==> src/logic/dup_pkg.sv <==
package dup_pkg;

  // ==========================================================
  // register addresses on the 4-bit host address bus
  localparam logic [3:0] ADDR_MODE_A = 4'h0;
  localparam logic [3:0] ADDR_CSR_A = 4'h1;
  localparam logic [3:0] ADDR_CMD_A = 4'h2;
  localparam logic [3:0] ADDR_CHG_AUX = 4'h4;
  localparam logic [3:0] ADDR_IMASK = 4'h5;
  localparam logic [3:0] ADDR_MODE_B = 4'h8;
  localparam logic [3:0] ADDR_CSR_B = 4'h9;
  localparam logic [3:0] ADDR_CMD_B = 4'ha;
  localparam logic [3:0] ADDR_IN_PORT = 4'hd;
  localparam logic [3:0] ADDR_OP_SET = 4'he;
  localparam logic [3:0] ADDR_OP_CLR = 4'hf;

  // ==========================================================
  // field positions and codes
  localparam int MR2_CTS_BIT = 4;
  localparam int ACR_BRG_BIT = 7;
  localparam int ACR_CT_LSB = 4;
  localparam int IMR_CHG_BIT = 7;
  localparam int CMD_MISC_LSB = 4;
  localparam logic [2:0] CT_EXT_CODE = 3'h0;
  localparam logic [2:0] CMD_PTR_RST = 3'h1;
  localparam logic [3:0] CSR_EXT_X16 = 4'he;
  localparam logic [3:0] CSR_EXT_X1 = 4'hf;
  // cycles after release before the synchronised strap is trusted
  localparam logic [1:0] STRAP_FILL = 2'h3;

  // ==========================================================
  // values after reset
  localparam logic [7:0] OPR_RST = 8'h00;
  localparam logic [7:0] ACR_RST = 8'h00;
  localparam logic [7:0] CSR_RST = 8'h00;
  localparam logic [7:0] BYTE_ZERO = 8'h00;
  localparam logic [3:0] NIB_ZERO = 4'h0;
  localparam logic [5:0] PIN_IDLE = 6'h3f;
  localparam logic [14:0] BUS_IDLE = 15'h7fff;

  // ==========================================================
  // carriers
  typedef struct packed {
    logic cs_n;
    logic rd_n;
    logic wr_n;
    logic [3:0] addr;
    logic [7:0] data;
  } dup_bus_t;

  typedef struct packed {
    logic ct_clk;
    logic ct_sel;
    logic b_rx_clk;
    logic b_rx_sel;
    logic b_rx_x1;
    logic a_tx_clk;
    logic a_tx_sel;
    logic a_tx_x1;
    logic a_rx_clk;
    logic a_rx_sel;
    logic a_rx_x1;
    logic b_tx_clk;
    logic b_tx_sel;
    logic b_tx_x1;
  } dup_ext_clk_t;

  typedef enum logic [1:0] {PH_IDLE, PH_READ, PH_WRITE} dup_phase_t;

endpackage

==> src/logic/dup_ports.sv <==
`timescale 1ns/1ns
module dup_ports (
  // clock and reset
  input wire logic mclk,
  input wire logic resetn,
  // host bus pins
  input wire dup_pkg::dup_bus_t bus_in,
  output logic [7:0] bus_data_out,
  output logic bus_data_oe_n,
  // general purpose pins and package strap
  input wire logic [5:0] in_pin,
  input wire logic pkg_reduced,
  output logic [7:0] out_pin_o,
  output logic [7:0] out_pin_oe_n,
  // status routing from the output configuration logic
  input wire logic [7:0] status_sel,
  input wire logic [7:0] status_act,
  // detector tick from the baud generator
  input wire logic baud_tick_38k4,
  // to the serial channels and counter
  output logic chan_a_clear_to_send_n,
  output logic chan_b_clear_to_send_n,
  output dup_pkg::dup_ext_clk_t ext_clk,
  output logic baud_set_sel,
  output logic [2:0] counter_mode,
  output logic in_change_irq
);
  import dup_pkg::*;

  // ==========================================================
  // decoding helpers

  // external clock select codes, both the x16 and the x1 form
  function automatic logic csr_is_ext(input logic [3:0] nib);
    csr_is_ext = (nib == CSR_EXT_X16) || (nib == CSR_EXT_X1);
  endfunction

  // x1 form of the external clock code
  function automatic logic csr_is_x1(input logic [3:0] nib);
    csr_is_x1 = (nib == CSR_EXT_X1);
  endfunction

  // ==========================================================
  // state

  typedef struct packed {
    dup_phase_t phase;
    logic [7:0] output_port_latch;
    logic [7:0] auxiliary_control;
    logic imr_chg;
    logic cts_a_en;
    logic cts_b_en;
    logic [7:0] csr_a;
    logic [7:0] csr_b;
    logic mr_ptr_a;
    logic mr_ptr_b;
    logic [3:0] smp_prev;
    logic smp_valid;
    logic [3:0] delta;
    logic [7:0] rd_data;
    logic drive;
    logic [7:0] pin_o;
    logic [7:0] pin_oe_n;
    logic reduced;
    logic [1:0] strap_cnt;
    logic cts_a_n;
    logic cts_b_n;
    dup_ext_clk_t clk;
    logic irq;
  } dup_state_t;

  dup_state_t st_r;
  dup_state_t st_nxt;

  dup_bus_t bus_s;
  logic [5:0] pin_s;
  logic strap_s;
  logic [5:0] pin_eff;
  logic rd_go;
  logic wr_go;
  logic [3:0] chg_now;

  // ==========================================================
  // synchronisers: the bus and pins come from outside mclk

  dup_sync2 #(
    .W(15),
    .RST_VAL(BUS_IDLE)
  ) u_sync_bus (
    .mclk(mclk),
    .resetn(resetn),
    .d(bus_in),
    .q(bus_s)
  );

  dup_sync2 #(
    .W(7),
    .RST_VAL({1'b0, PIN_IDLE})
  ) u_sync_pin (
    .mclk(mclk),
    .resetn(resetn),
    .d({pkg_reduced, in_pin}),
    .q({strap_s, pin_s})
  );

  // ==========================================================
  // access detection and pin view

  // the reduced package bonds out pin 2 only; others read idle high
  always_comb begin
    if (st_r.reduced) begin
      pin_eff = {3'b111, pin_s[2], 2'b11};
    end else begin
      pin_eff = pin_s;
    end
  end

  // an access starts when chip select and a strobe meet while idle
  assign rd_go = (st_r.phase == PH_IDLE) && !bus_s.cs_n && !bus_s.rd_n;
  assign wr_go = (st_r.phase == PH_IDLE) && !bus_s.cs_n && !bus_s.wr_n
                 && bus_s.rd_n;

  // a pin changed if two successive tick samples differ
  assign chg_now = (baud_tick_38k4 && st_r.smp_valid) ?
                   (pin_eff[3:0] ^ st_r.smp_prev) : NIB_ZERO;

  // ==========================================================
  // next state

  always_comb begin
    st_nxt = st_r;

    // the strap is followed until the synchroniser has filled with the
    // pin level; catching it at the first edge would see the reset value
    if (st_r.strap_cnt != STRAP_FILL) begin
      st_nxt.reduced = strap_s;
      st_nxt.strap_cnt = 2'(st_r.strap_cnt + 2'h1);
    end

    // bus phase: one register action per strobe assertion
    unique case (st_r.phase)
      PH_IDLE: begin
        if (rd_go) begin
          st_nxt.phase = PH_READ;
        end else if (wr_go) begin
          st_nxt.phase = PH_WRITE;
        end
      end
      PH_READ: begin
        if (bus_s.cs_n || bus_s.rd_n) begin
          st_nxt.phase = PH_IDLE;
        end
      end
      PH_WRITE: begin
        if (bus_s.cs_n || bus_s.wr_n) begin
          st_nxt.phase = PH_IDLE;
        end
      end
    endcase

    // read data is latched at the start so it holds for the strobe
    if (rd_go) begin
      st_nxt.drive = 1'b1;
      unique case (bus_s.addr)
        ADDR_CHG_AUX: st_nxt.rd_data = {st_r.delta, pin_eff[3:0]};
        ADDR_IN_PORT: st_nxt.rd_data = {2'b00, pin_eff};
        default: st_nxt.rd_data = BYTE_ZERO;
      endcase
    end else if (st_r.phase == PH_READ && (bus_s.cs_n || bus_s.rd_n)) begin
      st_nxt.drive = 1'b0;
    end

    // register writes
    if (wr_go) begin
      unique case (bus_s.addr)
        ADDR_MODE_A: begin
          // first write after pointer reset lands in mode one
          if (st_r.mr_ptr_a) begin
            st_nxt.cts_a_en = bus_s.data[MR2_CTS_BIT];
          end
          st_nxt.mr_ptr_a = 1'b1;
        end
        ADDR_MODE_B: begin
          if (st_r.mr_ptr_b) begin
            st_nxt.cts_b_en = bus_s.data[MR2_CTS_BIT];
          end
          st_nxt.mr_ptr_b = 1'b1;
        end
        ADDR_CMD_A: begin
          if (bus_s.data[CMD_MISC_LSB +: 3] == CMD_PTR_RST) begin
            st_nxt.mr_ptr_a = 1'b0;
          end
        end
        ADDR_CMD_B: begin
          if (bus_s.data[CMD_MISC_LSB +: 3] == CMD_PTR_RST) begin
            st_nxt.mr_ptr_b = 1'b0;
          end
        end
        ADDR_CSR_A: st_nxt.csr_a = bus_s.data;
        ADDR_CSR_B: st_nxt.csr_b = bus_s.data;
        ADDR_CHG_AUX: st_nxt.auxiliary_control = bus_s.data;
        ADDR_IMASK: st_nxt.imr_chg = bus_s.data[IMR_CHG_BIT];
        ADDR_OP_SET: st_nxt.output_port_latch = st_r.output_port_latch | bus_s.data;
        ADDR_OP_CLR: st_nxt.output_port_latch = st_r.output_port_latch & ~bus_s.data;
        default: begin
          // other addresses belong to the channels and counter
        end
      endcase
    end

    // change detection on pins 0 to 3 only; a read clears the flags
    // but a change seen in the same cycle still survives
    if (rd_go && bus_s.addr == ADDR_CHG_AUX) begin
      st_nxt.delta = chg_now;
    end else begin
      st_nxt.delta = st_r.delta | chg_now;
    end

    // a level held across two ticks is always compared once
    if (baud_tick_38k4) begin
      st_nxt.smp_prev = pin_eff[3:0];
      st_nxt.smp_valid = 1'b1;
    end

    // interrupt needs flag, per-pin enable and global enable
    st_nxt.irq = st_r.imr_chg
                 && |(st_r.delta & st_r.auxiliary_control[3:0]);

    // output pins: inverted latch, or open drain when carrying status
    for (int i = 0; i < 8; i++) begin
      if (status_sel[i]) begin
        st_nxt.pin_o[i] = 1'b0;
        st_nxt.pin_oe_n[i] = !status_act[i];
      end else begin
        st_nxt.pin_o[i] = !st_nxt.output_port_latch[i];
        st_nxt.pin_oe_n[i] = 1'b0;
      end
    end

    // clear-to-send: when not enabled the channel sees it asserted
    if (st_r.reduced) begin
      st_nxt.cts_a_n = 1'b0;
      st_nxt.cts_b_n = 1'b0;
    end else begin
      st_nxt.cts_a_n = st_r.cts_a_en ? pin_eff[0] : 1'b0;
      st_nxt.cts_b_n = st_r.cts_b_en ? pin_eff[1] : 1'b0;
    end

    // external clock routing; a deselected clock is held low
    st_nxt.clk.ct_sel = (st_r.auxiliary_control[ACR_CT_LSB +: 3] == CT_EXT_CODE);
    st_nxt.clk.ct_clk = st_nxt.clk.ct_sel && pin_eff[2];
    st_nxt.clk.b_rx_sel = csr_is_ext(st_r.csr_b[7:4]);
    st_nxt.clk.b_rx_x1 = csr_is_x1(st_r.csr_b[7:4]);
    st_nxt.clk.b_rx_clk = st_nxt.clk.b_rx_sel && pin_eff[2];
    st_nxt.clk.a_tx_sel = !st_r.reduced
                          && csr_is_ext(st_r.csr_a[3:0]);
    st_nxt.clk.a_tx_x1 = csr_is_x1(st_r.csr_a[3:0]);
    st_nxt.clk.a_tx_clk = st_nxt.clk.a_tx_sel && pin_eff[3];
    st_nxt.clk.a_rx_sel = !st_r.reduced
                          && csr_is_ext(st_r.csr_a[7:4]);
    st_nxt.clk.a_rx_x1 = csr_is_x1(st_r.csr_a[7:4]);
    st_nxt.clk.a_rx_clk = st_nxt.clk.a_rx_sel && pin_eff[4];
    st_nxt.clk.b_tx_sel = !st_r.reduced
                          && csr_is_ext(st_r.csr_b[3:0]);
    st_nxt.clk.b_tx_x1 = csr_is_x1(st_r.csr_b[3:0]);
    st_nxt.clk.b_tx_clk = st_nxt.clk.b_tx_sel && pin_eff[5];
  end

  // ==========================================================
  // state register; reset values are constants only

  always_ff @(posedge mclk or negedge resetn) begin
    if (!resetn) begin
      st_r.phase <= PH_IDLE;
      st_r.output_port_latch <= OPR_RST;
      st_r.auxiliary_control <= ACR_RST;
      st_r.imr_chg <= 1'b0;
      st_r.cts_a_en <= 1'b0;
      st_r.cts_b_en <= 1'b0;
      st_r.csr_a <= CSR_RST;
      st_r.csr_b <= CSR_RST;
      st_r.mr_ptr_a <= 1'b0;
      st_r.mr_ptr_b <= 1'b0;
      st_r.smp_prev <= NIB_ZERO;
      st_r.smp_valid <= 1'b0;
      st_r.delta <= NIB_ZERO;
      st_r.rd_data <= BYTE_ZERO;
      st_r.drive <= 1'b0;
      st_r.pin_o <= ~OPR_RST;
      st_r.pin_oe_n <= BYTE_ZERO;
      st_r.reduced <= 1'b0;
      st_r.strap_cnt <= 2'h0;
      st_r.cts_a_n <= 1'b0;
      st_r.cts_b_n <= 1'b0;
      st_r.clk <= '0;
      st_r.irq <= 1'b0;
    end else begin
      st_r <= st_nxt;
    end
  end

  // ==========================================================
  // outputs, all from flip-flops

  assign bus_data_out = st_r.rd_data;
  assign bus_data_oe_n = !st_r.drive;
  assign out_pin_o = st_r.pin_o;
  assign out_pin_oe_n = st_r.pin_oe_n;
  assign chan_a_clear_to_send_n = st_r.cts_a_n;
  assign chan_b_clear_to_send_n = st_r.cts_b_n;
  assign ext_clk = st_r.clk;
  assign baud_set_sel = st_r.auxiliary_control[ACR_BRG_BIT];
  assign counter_mode = st_r.auxiliary_control[ACR_CT_LSB +: 3];
  assign in_change_irq = st_r.irq;

endmodule

==> src/logic/dup_sync2.sv <==
`timescale 1ns/1ns
// two-stage synchroniser; stage one feeds stage two only
module dup_sync2 #(
  parameter int W = 1,
  parameter logic [W-1:0] RST_VAL = '0
) (
  // clock and reset
  input wire logic mclk,
  input wire logic resetn,
  // data
  input wire logic [W-1:0] d,
  output logic [W-1:0] q
);

  typedef struct packed {
    logic [W-1:0] s1;
    logic [W-1:0] s2;
  } dup_sync_t;

  dup_sync_t st_r;
  dup_sync_t st_nxt;

  // shift one stage per clock
  always_comb begin
    st_nxt.s1 = d;
    st_nxt.s2 = st_r.s1;
  end

  // constants only under reset
  always_ff @(posedge mclk or negedge resetn) begin
    if (!resetn) begin
      st_r <= {RST_VAL, RST_VAL};
    end else begin
      st_r <= st_nxt;
    end
  end

  assign q = st_r.s2;

endmodule

==> config.mk <==
export PLATFORM = sky130hd
export DESIGN_NAME = dup_ports
export DESIGN_NICKNAME = d
export VERILOG_FILES = /design/src/logic/dup_pkg.sv /design/src/logic/dup_ports.sv /design/src/logic/dup_sync2.sv
export SDC_FILE = /design/constraint.sdc
export NUM_CORES = 1
export LEC_CHECK = 0
export ABC_AREA = 1
export BUFFER_PORTS_ARGS = -buffer_cell sky130_fd_sc_hd__clkbuf_2
export CAP_MARGIN = 20
export CORE_MARGIN = 2
export CORE_UTILIZATION = 50
export CTS_CLUSTER_SIZE = 25
export DETAILED_ROUTE_END_ITERATION = 8
export GPL_TIMING_DRIVEN = 0
export PLACE_DENSITY = 0.76
export SYNTH_ARGS = -nofsm -noshare
export SYNTH_HDL_FRONTEND = slang
export SYNTH_SLANG_ARGS = --single-unit
==> constraint.sdc <==
create_clock -name mclk -period 2.94 [get_ports mclk]
set_clock_uncertainty 0.15 [all_clocks]
set_input_delay 0.147 -clock mclk [delete_from_list [all_inputs] [get_ports mclk]]
set_output_delay 0.147 -clock mclk [all_outputs]
set_load 0.005 [all_outputs]
Yosys cells after proc, flatten, opt, wreduce, memory -nomap -nowiden
Cells that the tools add are included.
{"block": "op_classes", "n_div": 0, "mul": 0, "shifts": 0, "bitwise": 6, "n_reduce_logical": 59, "addsub": 1, "order_cmp": 0, "n_mux": 43, "n_eq_ne": 27}
{"operator": "$eq A4 B4 Y1 const B", "count": 14}
{"operator": "$mux W37", "count": 1}
{"operator": "$pmux W8 S2", "count": 2}
{"operator": "$mux W1", "count": 26}
{"operator": "$mux W8", "count": 3}
{"operator": "$logic_not A1 Y1", "count": 21}
{"operator": "$logic_and A1 B1 Y1", "count": 16}
{"operator": "$reduce_and A3 Y1", "count": 5}
{"operator": "$mux W2", "count": 5}
{"operator": "$ne A2 B2 Y1 const B", "count": 5}
{"operator": "$and A8 B8 Y8", "count": 1}
{"operator": "$eq A4 B3 Y1 const B", "count": 2}
{"operator": "$mux W4", "count": 2}
{"operator": "$not A8 Y8", "count": 1}
{"operator": "$or A8 B8 Y8", "count": 1}
{"operator": "$reduce_and A2 Y1", "count": 4}
{"operator": "$logic_or A1 B1 Y1", "count": 6}
{"operator": "$mux W6", "count": 1}
{"operator": "$pmux W2 S3", "count": 1}
{"operator": "$reduce_bool A2 Y1", "count": 3}
{"operator": "$and A4 B4 Y4", "count": 1}
{"operator": "$eq A4 B1 Y1 const B", "count": 1}
{"operator": "$eq A4 B2 Y1 const B", "count": 1}
{"operator": "$logic_not A4 Y1", "count": 1}
{"operator": "other kinds (11)", "count": 12}
{"block": "totals", "latchBits": 0, "n_memories": 0, "wordCells": 176, "romBits": 0, "regBits": 137, "ram_bits": 0}

Logic depth before layout (Yosys ltp)
Gate-level depths: netlist (run 1).
{"block": "logic_depth", "word_depth": 7, "mapped_depth": 9, "depth_no_buf": 8}

Hierarchy
Synthesis (run 1) repeated with hierarchy kept, for this count alone.
{"block": "unflattened", "hier_cells": 480, "hier_area_um2": 5316.3}
{"module": "dup_ports", "area_each_um2": 4162.7, "seq_area_each_um2": 2337.2, "cells_per_inst": 436, "instances": 1}
{"module": "dup_sync2 at u_sync_bus", "area_each_um2": 788.3, "seq_area_each_um2": 788.3, "cells_per_inst": 30, "instances": 1}
{"module": "dup_sync2 at u_sync_pin", "area_each_um2": 365.4, "seq_area_each_um2": 365.4, "cells_per_inst": 14, "instances": 1}

Worst setup path before layout (run 1)
No wires, ideal clock.
{"block": "synth_timing", "path_type": "register to register", "startpoint": "reg st_r[91] (netlist name)", "endpoint": "reg st_r[62] (netlist name)", "setup_ps": 119, "t_required_ps": 2671, "arrival_time_ps": 1337, "stages_incl_launch_ff": 9, "synth_period_minus_slack_ps": 1606, "slack_ps": 1334, "cell_sequence": "dfrtp_1 > inv_1 > ha_1 > nand2_2 > nor2_8 > nand2_2 > buf_6 > nand2_1 > o21ai_2"}
{"block": "synth_via", "elab_chain_len": 5}
{"item": "start, declared", "line_no": "dup_ports.sv:72", "rtl": "dup_state_t st_r;"}
{"item": "start signal, assigned", "line_no": "dup_ports.sv:298", "rtl": "st_r <= st_nxt;"}
{"item": "$logic_not A2 Y1", "line_no": "dup_ports.sv:120", "rtl": "assign wr_go = (st_r.phase == PH_IDLE) && !bus_s.cs_n && !bus_s.wr_n"}
{"item": "$logic_and A1 B1 Y1 (2 in a row)", "line_no": "dup_ports.sv:120"}
{"item": "$logic_and A1 B1 Y1", "line_no": "dup_ports.sv:121", "rtl": "&& bus_s.rd_n;"}
{"item": "$reduce_and A2 Y1 (no source line)"}
Every way passes these cells.
A chain may end at the register's enable or synchronous reset.

Final worst setup path (run 1)
{"block": "layout_timing", "startpoint": "reg st_r[91] (netlist name)", "endpoint": "reg st_r[92] (netlist name)"}
{"block": "layout_via", "elab_chain_len": 6, "elab_cells_between_ends": 13, "classes_between": "eq/ne (5); mux (2); reduce/logical (6)"}
{"item": "$logic_not A2 Y1", "line_no": "dup_ports.sv:119, dup_ports.sv:120, dup_ports.sv:141"}
{"item": "$logic_and A1 B1 Y1", "line_no": "dup_ports.sv:119, dup_ports.sv:120"}
{"item": "$logic_and A1 B1 Y1", "line_no": "dup_ports.sv:120"}
{"item": "$logic_and A1 B1 Y1", "line_no": "dup_ports.sv:121"}
{"item": "$ne A3 B3 Y1 (no source line)"}
{"item": "$reduce_and A3 Y1 (no source line)"}
Several ways; a longest one is shown, not always the timed one.

==> flow_metrics.env, run 1 <==
export IMPL_yosysTopAreaCell="dfrtp_1"
export IMPL_min_period_ns=1.84
export IMPL_max_cap_viol_count=0
export IMPL_fin_ws_ns=1.10
export IMPL_whs_path_depth=2
export IMPL_start_util=0.517
export IMPL_cp_max_fo=7
export IMPL_synth_cell_type_count=33
export IMPL_netlist_area_um2=5340
export IMPL_crit_slowest_cell="nor2_1"
export IMPL_endpoint_kind="register"
export IMPL_start_kind="register"
export IMPL_clk_transition_reported_paths_ns=0.06
export IMPL_cp_required_ns=3.18
export IMPL_initialDrtViolationCount=154
export IMPL_port_buffers=85
export IMPL_antenna_found_initial=0
export IMPL_layout_commonest_cell="dfrtp_1"
export IMPL_cts_buffers=17
export IMPL_slew_viol_final=0
export IMPL_synth_top_area_frac=0.408
export IMPL_synth_area_top_cells="dfrtp_1 (41%), dfstp_2 (25%), nand2_1 (6.0%), buf_4 (5.8%), inv_1 (3.2%)"
export IMPL_synth_warnings=0
export IMPL_cts_resized=0
export IMPL_hpwl_um=6620
export IMPL_gp_congestion=0.825
export IMPL_max_stage_delay_ns=0.43
export IMPL_cts_tree="built"
export IMPL_tightest_slew_ns=0.833
export IMPL_whs_endpoint="u_sync_bus.st_nxt[8]$_DFF_PN1_"
export IMPL_first_pass_iters=4
export IMPL_worstSetupPathType="reg -> reg"
export IMPL_worstRegToRegCells=6
export IMPL_viasPerCell=4.71
export IMPL_fmax_mhz=544
export IMPL_hp_start="bus_in[8]"
export IMPL_synth_ff_type="dfrtp_1"
export IMPL_final_nets=669
export IMPL_hold_violations=0
export IMPL_holdWs_ns=0.107
export IMPL_grt_pass1_wl_um=17200
export IMPL_fp_row_count=37
export IMPL_dieHeight_um=107
export IMPL_crit_chain="inv_1 -> ha_1 -> nand2_1 -> nor2_1 -> or2_2 -> o21ai_0"
export IMPL_wire_per_inst_um=13.3
export IMPL_layout_drive_gt1_share=0.410
export IMPL_pre_cts_slack_ns=1.10
export IMPL_routed_wl_um=10300
export IMPL_routed_via_count=3638
export IMPL_maxSlewHeadroom=0.443
export IMPL_drc_errors=0
export IMPL_synth_fp_nets=522
export IMPL_clkLatencyLatePin_ns=0.52
export IMPL_io_pins=87
export IMPL_outcome="completed"
export IMPL_synthArstFlopShare=1.00
export IMPL_syn_avg_cell_area_um2=11.2
export IMPL_synth_seq_cells=137
export IMPL_rrSetupSlack_ns=1.10
export IMPL_final_area_um2=6970
export IMPL_dieArea_um2=11500
export IMPL_clk_path_buf_depth=2
export IMPL_synthToLayoutAreaGrowth_pct=30.7
export IMPL_hold_class="in -> reg"
export IMPL_postCtsSetupRepairBufs=0
export IMPL_synth_cells=477
export IMPL_p_per_area_nw_per_um2=711
export IMPL_numClockSinks=137
export IMPL_cp_arrival_ns=2.08
export IMPL_root_buffer="clkbuf_8"
export IMPL_fillCellCount=730
export IMPL_max_vdd_ir_drop_mv=0.452
export IMPL_grt_max_degree=94
export IMPL_grt_use_total=0.197
export IMPL_grt_pass1_vias=3758
export IMPL_r2r_end="st_r[92]$_DFFE_PN0P_"
export IMPL_leakagePower_nw=3.41
export IMPL_r2r_start="st_r[91]$_DFFE_PN0P_"
export IMPL_chipWidth_um=107
export IMPL_setup_violations=0
export IMPL_rsz0062_at_grt="no"
export IMPL_grt_ovfl_total=0
export IMPL_fin_crit_sh=0.626
export IMPL_core_um2=10300
export IMPL_place_area_um2=5970
export IMPL_postRouteAntennaNets=0
export IMPL_ys_seq_area_frac=0.654
export IMPL_antenna_cells=0
export IMPL_htreeDepth=4
export IMPL_synth_edf_count=0
export IMPL_layout_common_cells="dfrtp_1 (87), nand2_1 (85), clkbuf_2 (84), dfstp_2 (50), inv_1 (45)"
[per-layer routing]
layer  track usage  up-vias  wire length (um)
met5             0        -                 0
met4         0.100        0               221
met3        0.0472       19               443
met2         0.345       80              5540
met1         0.225     1772              4070
li1              -     1767                 -
[power by group]
group | switching (mW) | internal, mW
Combinational | 0.340 | 0.322
Clock | 0.762 | 1.31
Sequential | 0.110 | 2.12
[cells in the mapped netlist (10+ instances only)]
cell and instances:
buf_4 41, dfrtp_1 87, dfstp_2 50, inv_1 45, nand2_1 85, nand2_2 10, nand3_1 30, nor2_1 30
nor2_2 12, o21ai_0 12, o21ai_1 15, o21ai_2 15
[cells by family (layout without fill, tap and decap cells)]
logic type                 Yosys count  count (layout)  synth area share
AOI/OAI and AO/OA                   54              54            0.0636
and+or+nand+nor                    184             184             0.165
buffers and inverters               96             256             0.104
DFF                                137             137             0.654
xor gates and xnor gates             1               1           0.00164
muxes                                1               1           0.00211
adders and majority gates            4               4           0.00938
[layout make-up]
type	instances	area (um^2)	share of cell area
Sequential cell	137	3490	0.501
Multi-Input combinational cell	244	1290	0.185
Timing Repair Buffer	128	882	0.126
Clock buffer	20	435	0.0624
Buffer	49	380	0.0545
Inverter	47	176	0.0253
Tap cell	136	170	0.0244
Clock inverter	12	151	0.0217
[worst max path at each step]
stage	startpoint	to	slack, ns	cells past startpoint
floorplan	st_r[91]$_DFFE_PN0P_	st_r[62]$_DFFE_PN0P_	1.33	8
global placement	resetn	ext_clk[0]$_DFF_PN0_	-0.39	1
detailed placement	st_r[91]$_DFFE_PN0P_	st_r[92]$_DFFE_PN0P_	1.10	6
CTS	st_r[91]$_DFFE_PN0P_	st_r[92]$_DFFE_PN0P_	1.09	6
global route	st_r[91]$_DFFE_PN0P_	st_r[92]$_DFFE_PN0P_	0.89	6
finish	st_r[91]$_DFFE_PN0P_	st_r[92]$_DFFE_PN0P_	1.10	6
[through the flow]
stage / std cells / setup TNS, ns / util / total power [mW]
final: 773 / 0 / 0.676 / 4.96
after global routing: 773 / 0 / 0.676 / 5.19
after CTS: 773 / 0 / 0.676 / 5.01
after detailed placement: 699 / 0 / 0.578 / 2.87
after global placement: 698 / -33.47 / 0.574 / 2.82
after floorplan: 477 / 0 / - / 2.62
[critical path, delay by kind of cell (launching register included)]
kind                       cells  cell delay [ns]
DFF                            1             0.41
buffers and inverters          1             0.10
AOI/OAI and AO/OA              1             0.09
and+or+nand+nor                3             0.71
adders and majority gates      1             0.26
[repair_timing]
item / CTS / global route
setup endpoints to repair: 0 / 0
hold buffers: 42 / 0
endpoints found under the hold margin: 157 / 0
[state kept, by name, summed over array words and instances, names as in the netlist]
name                    count
chan_b_clear_to_send_n      1
u_sync_pin.st_nxt           7
bus_data_out                8
u_sync_pin.q                7
st_r                       48
ext_clk                    14
u_sync_bus.st_nxt          15
in_change_irq               1
out_pin_oe_n                8
counter_mode                3
u_sync_bus.q               15
chan_a_clear_to_send_n      1
baud_set_sel                1
out_pin_o                   8
Power figures use the tool's default switching activity.
==> run 2, diff against run 1 <==
--- a/config.mk
+++ b/config.mk
@@ -13,7 +13,7 @@
 export CTS_CLUSTER_SIZE = 25
 export DETAILED_ROUTE_END_ITERATION = 8
 export GPL_TIMING_DRIVEN = 0
-export PLACE_DENSITY = 0.76
+export PLACE_DENSITY = 0.79
 export SYNTH_ARGS = -nofsm -noshare
 export SYNTH_HDL_FRONTEND = slang
 export SYNTH_SLANG_ARGS = --single-unit
==> constraint.sdc (replaced) <==
create_clock -name mclk -period 1.62 [get_ports mclk]
set_clock_uncertainty 0.15 [all_clocks]
set_input_delay 0.081 -clock mclk [delete_from_list [all_inputs] [get_ports mclk]]
set_output_delay 0.081 -clock mclk [all_outputs]
set_load 0.005 [all_outputs]
==> run 2 against run 1 <==
The flow now finishes with violations (setup timing). Count of clock-buffer cells in the layout rose by 1. Total power rose by 93%. Non-clock buffer count rose by 17. Critical endpoint is now out_pin_o[5]$_DFF_PN1_.
==> flow_metrics.env, run 2 (same netlist as run 1, synthesis figures left out) <==
export IMPL_grt_use_total=0.203
export IMPL_crit_chain="nand2_2 -> nor2_4 -> nand3_1 -> nand2_1 -> nand2_2 -> nor2_2"
export IMPL_dieArea_um2=11500
export IMPL_rsz0062_at_grt="yes"
export IMPL_setup_violations=31
export IMPL_hold_violations=0
export IMPL_core_um2=10300
export IMPL_rrSetupSlack_ns=-0.12
export IMPL_slew_viol_final=0
export IMPL_fillCellCount=637
export IMPL_htreeDepth=4
export IMPL_final_area_um2=7380
export IMPL_viasPerCell=4.98
export IMPL_final_nets=687
export IMPL_postRouteAntennaNets=0
export IMPL_chipWidth_um=107
export IMPL_crit_buf_inv=0
export IMPL_crit_slowest_cell="dfstp_2"
export IMPL_max_cap_viol_count=0
export IMPL_fin_crit_sh=1.07
export IMPL_whs_endpoint="u_sync_bus.st_nxt[6]$_DFF_PN1_"
export IMPL_routed_via_count=3941
export IMPL_initialDrtViolationCount=244
export IMPL_holdWs_ns=0.0271
export IMPL_dieHeight_um=107
export IMPL_endpoint_kind="register"
export IMPL_cp_common_cell="nand2_2"
export IMPL_port_buffers=85
export IMPL_largest_reg_flops=48
export IMPL_multi_input_area_um2=1440
export IMPL_fin_ws_ns=-0.119
export IMPL_worstRegToRegCells=6
export IMPL_fp_row_count=37
export IMPL_hpwl_um=6580
export IMPL_drc_errors=0
export IMPL_hold_class="in -> reg"
export IMPL_grt_pass1_wl_um=17700
export IMPL_numClockSinks=137
export IMPL_layout_commonest_cell="dfrtp_1"
export IMPL_grt_ovfl_total=0
export IMPL_critical_path_top_delay_family="simple AND/OR/NAND/NOR gates"
export IMPL_antenna_found_initial=0
export IMPL_root_buffer="clkbuf_8"
export IMPL_r2r_start="u_sync_bus.q[11]$_DFF_PN1_"
export IMPL_wire_per_inst_um=15.4
export IMPL_io_pins=87
export IMPL_cts_tree="built"
export IMPL_cp_required_ns=1.94
export IMPL_p_per_area_nw_per_um2=1300
export IMPL_start_kind="register"
export IMPL_regArea_um2=3490
export IMPL_clkLatencyLatePin_ns=0.53
export IMPL_place_area_um2=5970
export IMPL_gp_congestion=0.850
export IMPL_start_util=0.517
export IMPL_leakagePower_nw=3.58
export IMPL_violations="setup timing"
export IMPL_cp_max_fo=8
export IMPL_fmax_mhz=575
export IMPL_clk_transition_reported_paths_ns=0.06
export IMPL_grt_pass1_vias=3925
export IMPL_r2r_end="out_pin_o[5]$_DFF_PN1_"
export IMPL_cts_buffers=17
export IMPL_hp_start="bus_in[6]"
export IMPL_maxSlewHeadroom=0.669
export IMPL_cp_arrival_ns=2.06
export IMPL_max_vdd_ir_drop_mv=1.08
export IMPL_finalPower_mw=9.57
export IMPL_antenna_cells=0
export IMPL_first_pass_iters=5
export IMPL_grt_max_degree=88
export IMPL_layout_common_cells="dfrtp_1 (87), clkbuf_2 (84), nand2_1 (74), buf_4 (54), dfstp_2 (50)"
export IMPL_clk_path_buf_depth=2
export IMPL_min_period_ns=1.74
export IMPL_routed_wl_um=12200
export IMPL_top_register="st_r"
export IMPL_max_stage_delay_ns=0.61
export IMPL_synthToLayoutAreaGrowth_pct=38.4
export IMPL_worstSetupPathType="reg -> reg"
export IMPL_whs_path_depth=2
export IMPL_tightest_slew_ns=0.495
export IMPL_outcome="finished, violations left"
export IMPL_layout_drive_gt1_share=0.464
==> run 2: cell types whose count changed in the layout (fill, tap and decap cells not counted), sizes merged <==
cell / before / now
clkinvlp: 2 / 0
inv: 47 / 50
buf: 48 / 62
clkinv: 7 / 4
bufbuf: 0 / 1
bufinv: 3 / 4
clkbuf: 107 / 110
nand3: 32 / 33
==> run 2: area by class of cell <==
cell class / count / area share
timing repair buffer: 146 / 0.148
multi-input combinational: 245 / 0.196
clock buffer: 21 / 0.0622
sequential: 137 / 0.473
buffer: 48 / 0.0519
tap: 136 / 0.0231
inverter: 47 / 0.0239
clock inverter: 11 / 0.0224
==> run 2: how the worst max path moves through the flow <==
stage | endpoint | slack [ns] | start | cells past startpoint
2_1_floorplan | st_r[62]$_DFFE_PN0P_ | 0.01 | st_r[91]$_DFFE_PN0P_ | 8
3_3_place_gp | out_pin_oe_n[0]$_DFF_PN0_ | -1.61 | resetn | 1
3_5_place_dp | st_r[92]$_DFFE_PN0P_ | -0.17 | st_r[91]$_DFFE_PN0P_ | 6
4_1_cts | counter_mode[1]$_DFFE_PN0P_ | -0.006 | st_r[92]$_DFFE_PN0P_ | 9
5_1_grt | out_pin_o[5]$_DFF_PN1_ | -0.20 | u_sync_bus.q[11]$_DFF_PN1_ | 6
6_report | out_pin_o[5]$_DFF_PN1_ | -0.12 | u_sync_bus.q[11]$_DFF_PN1_ | 6
==> run 2: per-layer routing <==
layer | GRT usage | wire (um)
met5 | 0 | 0
met3 | 0.0569 | 681
met1 | 0.241 | 4670
met2 | 0.340 | 6440
met4 | 0.101 | 387
==> run 2: report_power, final <==
group / internal [mW] / switching (mW)
sequential: 3.84 / 0.208
combinational: 0.755 / 0.742
clock: 2.62 / 1.40
==> run 2: through the flow <==
stage	setup TNS (ns)	worst slack (ns)	utilization	std cells
6_report	-1.34	-0.119	0.715	791
5_1_grt	-4.35	-0.199	0.715	791
4_1_cts	-0.0120	-0.00626	0.692	782
3_5_place_dp	-4.19	-0.171	0.578	699
3_3_place_gp	-181.82	-1.61	0.574	698
2_1_floorplan	0	0.0140	-	477
==> run 2: repair_timing <==
| action | CTS | global route |
|---|---|---|
| pin swaps | 1 | 11 |
| gates cloned | 1 | 3 |
| resized for setup | 8 | 34 |
| setup endpoints to repair | 54 | 135 |
| hold buffers | 42 | 0 |
| buffers inserted | 9 | 6 |
| endpoints found under the hold margin | 166 | 0 |
==> run 3, diff against run 2 <==
--- a/config.mk
+++ b/config.mk
@@ -8,7 +8,6 @@
 export ABC_AREA = 1
 export BUFFER_PORTS_ARGS = -buffer_cell sky130_fd_sc_hd__clkbuf_2
 export CAP_MARGIN = 20
-export CORE_MARGIN = 2
 export CORE_UTILIZATION = 50
 export CTS_CLUSTER_SIZE = 25
 export DETAILED_ROUTE_END_ITERATION = 8
==> constraint.sdc (replaced) <==
create_clock -name mclk -period 1.62 [get_ports mclk]
set_clock_uncertainty 0.15 [all_clocks]
set_input_delay 0.081 -clock mclk [delete_from_list [all_inputs] [get_ports mclk]]
set_output_delay 0.081 -clock mclk [all_outputs]
set_load 0.1 [all_outputs]
==> run 3 against run 2 <==
Maximum frequency up 5.6%. Final area is 1.4% higher. Critical path type unchanged. Die area down 3.7%. The run still ends with setup timing left. Highest routed layer unchanged. Combinational power up 64%. Routed wire length is 3.0% lower. Sequential share of layout area shrank 0.67 points. Via count decreased by 2.8%. Register-to-register slack better by 0.09 ns. Setup slack better by 0.092 ns. Utilization is 1.0 points higher.
==> flow_metrics.env, run 3 (same netlist as run 1, synthesis figures left out) <==
export IMPL_outcome="finished, violations left"
export IMPL_violations="setup timing"
export IMPL_layout_commonest_cell="dfrtp_1"
export IMPL_cp_arrival_ns=1.97
export IMPL_grt_max_degree=84
export IMPL_p_sw_mw=3.28
export IMPL_numClockSinks=137
export IMPL_max_cap_viol_count=0
export IMPL_start_kind="register"
export IMPL_postRouteAntennaNets=0
export IMPL_fillCellCount=660
export IMPL_viasPerCell=4.87
export IMPL_dieArea_um2=11100
export IMPL_leakagePower_nw=3.63
export IMPL_chipWidth_um=105
export IMPL_antenna_found_initial=0
export IMPL_layout_common_cells="dfrtp_1 (87), nand2_1 (73), dfstp_2 (50), buf_4 (49), dlygate4sd3_1 (44)"
export IMPL_p_per_area_nw_per_um2=1390
export IMPL_clk_transition_reported_paths_ns=0.06
export IMPL_fp_row_count=37
export IMPL_io_pins=87
export IMPL_gp_congestion=0.828
export IMPL_routed_via_count=3830
export IMPL_hp_start="bus_in[4]"
export IMPL_grt_pass1_vias=3957
export IMPL_core_um2=10300
export IMPL_wire_per_inst_um=15.0
export IMPL_cp_max_fo=10
export IMPL_worstSetupPathType="reg -> reg"
export IMPL_synthToLayoutAreaGrowth_pct=40.4
export IMPL_hold_violations=0
export IMPL_maxSlewHeadroom=0.634
export IMPL_cp_required_ns=1.94
export IMPL_setup_violations=5
export IMPL_start_util=0.517
export IMPL_routed_wl_um=11800
export IMPL_max_vdd_ir_drop_mv=0.909
export IMPL_hpwl_um=6780
export IMPL_tightest_slew_ns=0.551
export IMPL_cts_tree="built"
export IMPL_p_seq_frac=0.389
export IMPL_antenna_cells=0
export IMPL_largest_reg_flops=48
export IMPL_rsz0062_at_grt="yes"
export IMPL_root_buffer="clkbuf_8"
export IMPL_p_comb_frac=0.236
export IMPL_drc_errors=0
export IMPL_finalPower_mw=10.4
export IMPL_utilization=0.725
export IMPL_final_nets=683
export IMPL_grt_pass1_wl_um=18200
export IMPL_fmax_mhz=607
export IMPL_fin_ws_ns=-0.0275
export IMPL_holdWs_ns=0.0280
export IMPL_clkPwrFrac=0.375
export IMPL_initialDrtViolationCount=216
export IMPL_r2r_start="st_r[92]$_DFFE_PN0P_"
export IMPL_top_register="st_r"
export IMPL_clk_path_buf_depth=2
export IMPL_layout_drive_gt1_share=0.459
export IMPL_min_period_ns=1.65
export IMPL_cp_startpoint="st_r[92]$_DFFE_PN0P_"
export IMPL_first_pass_iters=6
export IMPL_dieHeight_um=105
export IMPL_p_int_mw=7.14
export IMPL_grt_ovfl_total=0
export IMPL_slew_viol_final=0
export IMPL_grt_use_total=0.218
export IMPL_htreeDepth=4
export IMPL_hold_class="in -> reg"
export IMPL_p_sw_frac=0.315
export IMPL_endpoint_kind="register"
export IMPL_port_buffers=85
export IMPL_fin_crit_sh=1.02
export IMPL_clkLatencyLatePin_ns=0.53
export IMPL_cts_buffers=17
## run 3: area by class of cell
| cell class | count | area, um^2 | share of cell area |
|---|---|---|---|
| Buffer | 49 | 390 | 0.0521 |
| Clock buffer | 21 | 469 | 0.0627 |
| Clock inverter | 11 | 144 | 0.0192 |
| Inverter | 47 | 176 | 0.0236 |
| Multi-Input combinational cell | 244 | 1400 | 0.187 |
| Sequential cell | 137 | 3490 | 0.466 |
| Tap cell | 136 | 170 | 0.0227 |
| Timing Repair Buffer | 142 | 1250 | 0.166 |
## run 3: path summary, 6_finish.rpt
check	to	slack, ns	cells past startpoint
worst max-delay path	out_pin_o[3]$_DFF_PN1_	-0.03	9
worst min register to register	u_sync_pin.q[3]$_DFF_PN1_	0.20	0
worst min-delay path	u_sync_bus.st_nxt[4]$_DFF_PN1_	0.03	2
max in group asynchronous	u_sync_pin.st_nxt[2]$_DFF_PN1_	0.24	4
min in group asynchronous	out_pin_oe_n[0]$_DFF_PN0_	0.46	3
worst max register to register	out_pin_o[3]$_DFF_PN1_	-0.03	9
## run 3: metal layers
layer | wire length [um] | GRT usage | vias up
met1 | 4600 | 0.249 | 1891
met5 | 0 | 0 | -
met3 | 556 | 0.0575 | 20
li1 | - | - | 1797
met4 | 263 | 0.0865 | 0
met2 | 6400 | 0.387 | 122
## run 3: critical path, stage by stage (launching register included)
cell and delay (ns):
dfrtp_1 0.40, inv_2 0.09, ha_4 0.16, nand2_4 0.07, nor2_8 0.17, buf_8 0.16, nand3_1 0.11, nand2_1 0.10
nand2_2 0.07, nor2_2 0.09
## run 3: what timing repair did
action                                 4_1_cts  5_1_grt
setup endpoints to repair                   94       56
gates cloned                                 0        4
buffers inserted                             4        4
hold buffers                                44        0
endpoints found under the hold margin      168        0
pin swaps                                    1        5
resized for setup                           59       44
## run 3: per-stage QoR
step | setup TNS, ns | std cells | area (um^2) | setup WS [ns]
2_1_floorplan | 0 | 477 | 5340 | 0.0140
3_3_place_gp | -182.78 | 698 | 5930 | -1.62
3_5_place_dp | -5.77 | 699 | 5970 | -0.244
4_1_cts | 0 | 779 | 7250 | 0.00240
5_1_grt | -1.83 | 787 | 7490 | -0.0994
6_report | -0.0522 | 787 | 7490 | -0.0275
## run 3: power by group through the flow
stage,logic [mW],registers (mW),clock network [mW]
floorplan,1.62,4.10,0
global placement,2.00,4.06,0
detailed placement,2.07,4.08,0
CTS,2.34,4.03,3.96
global route,2.60,4.09,4.12
finish,2.46,4.05,3.91
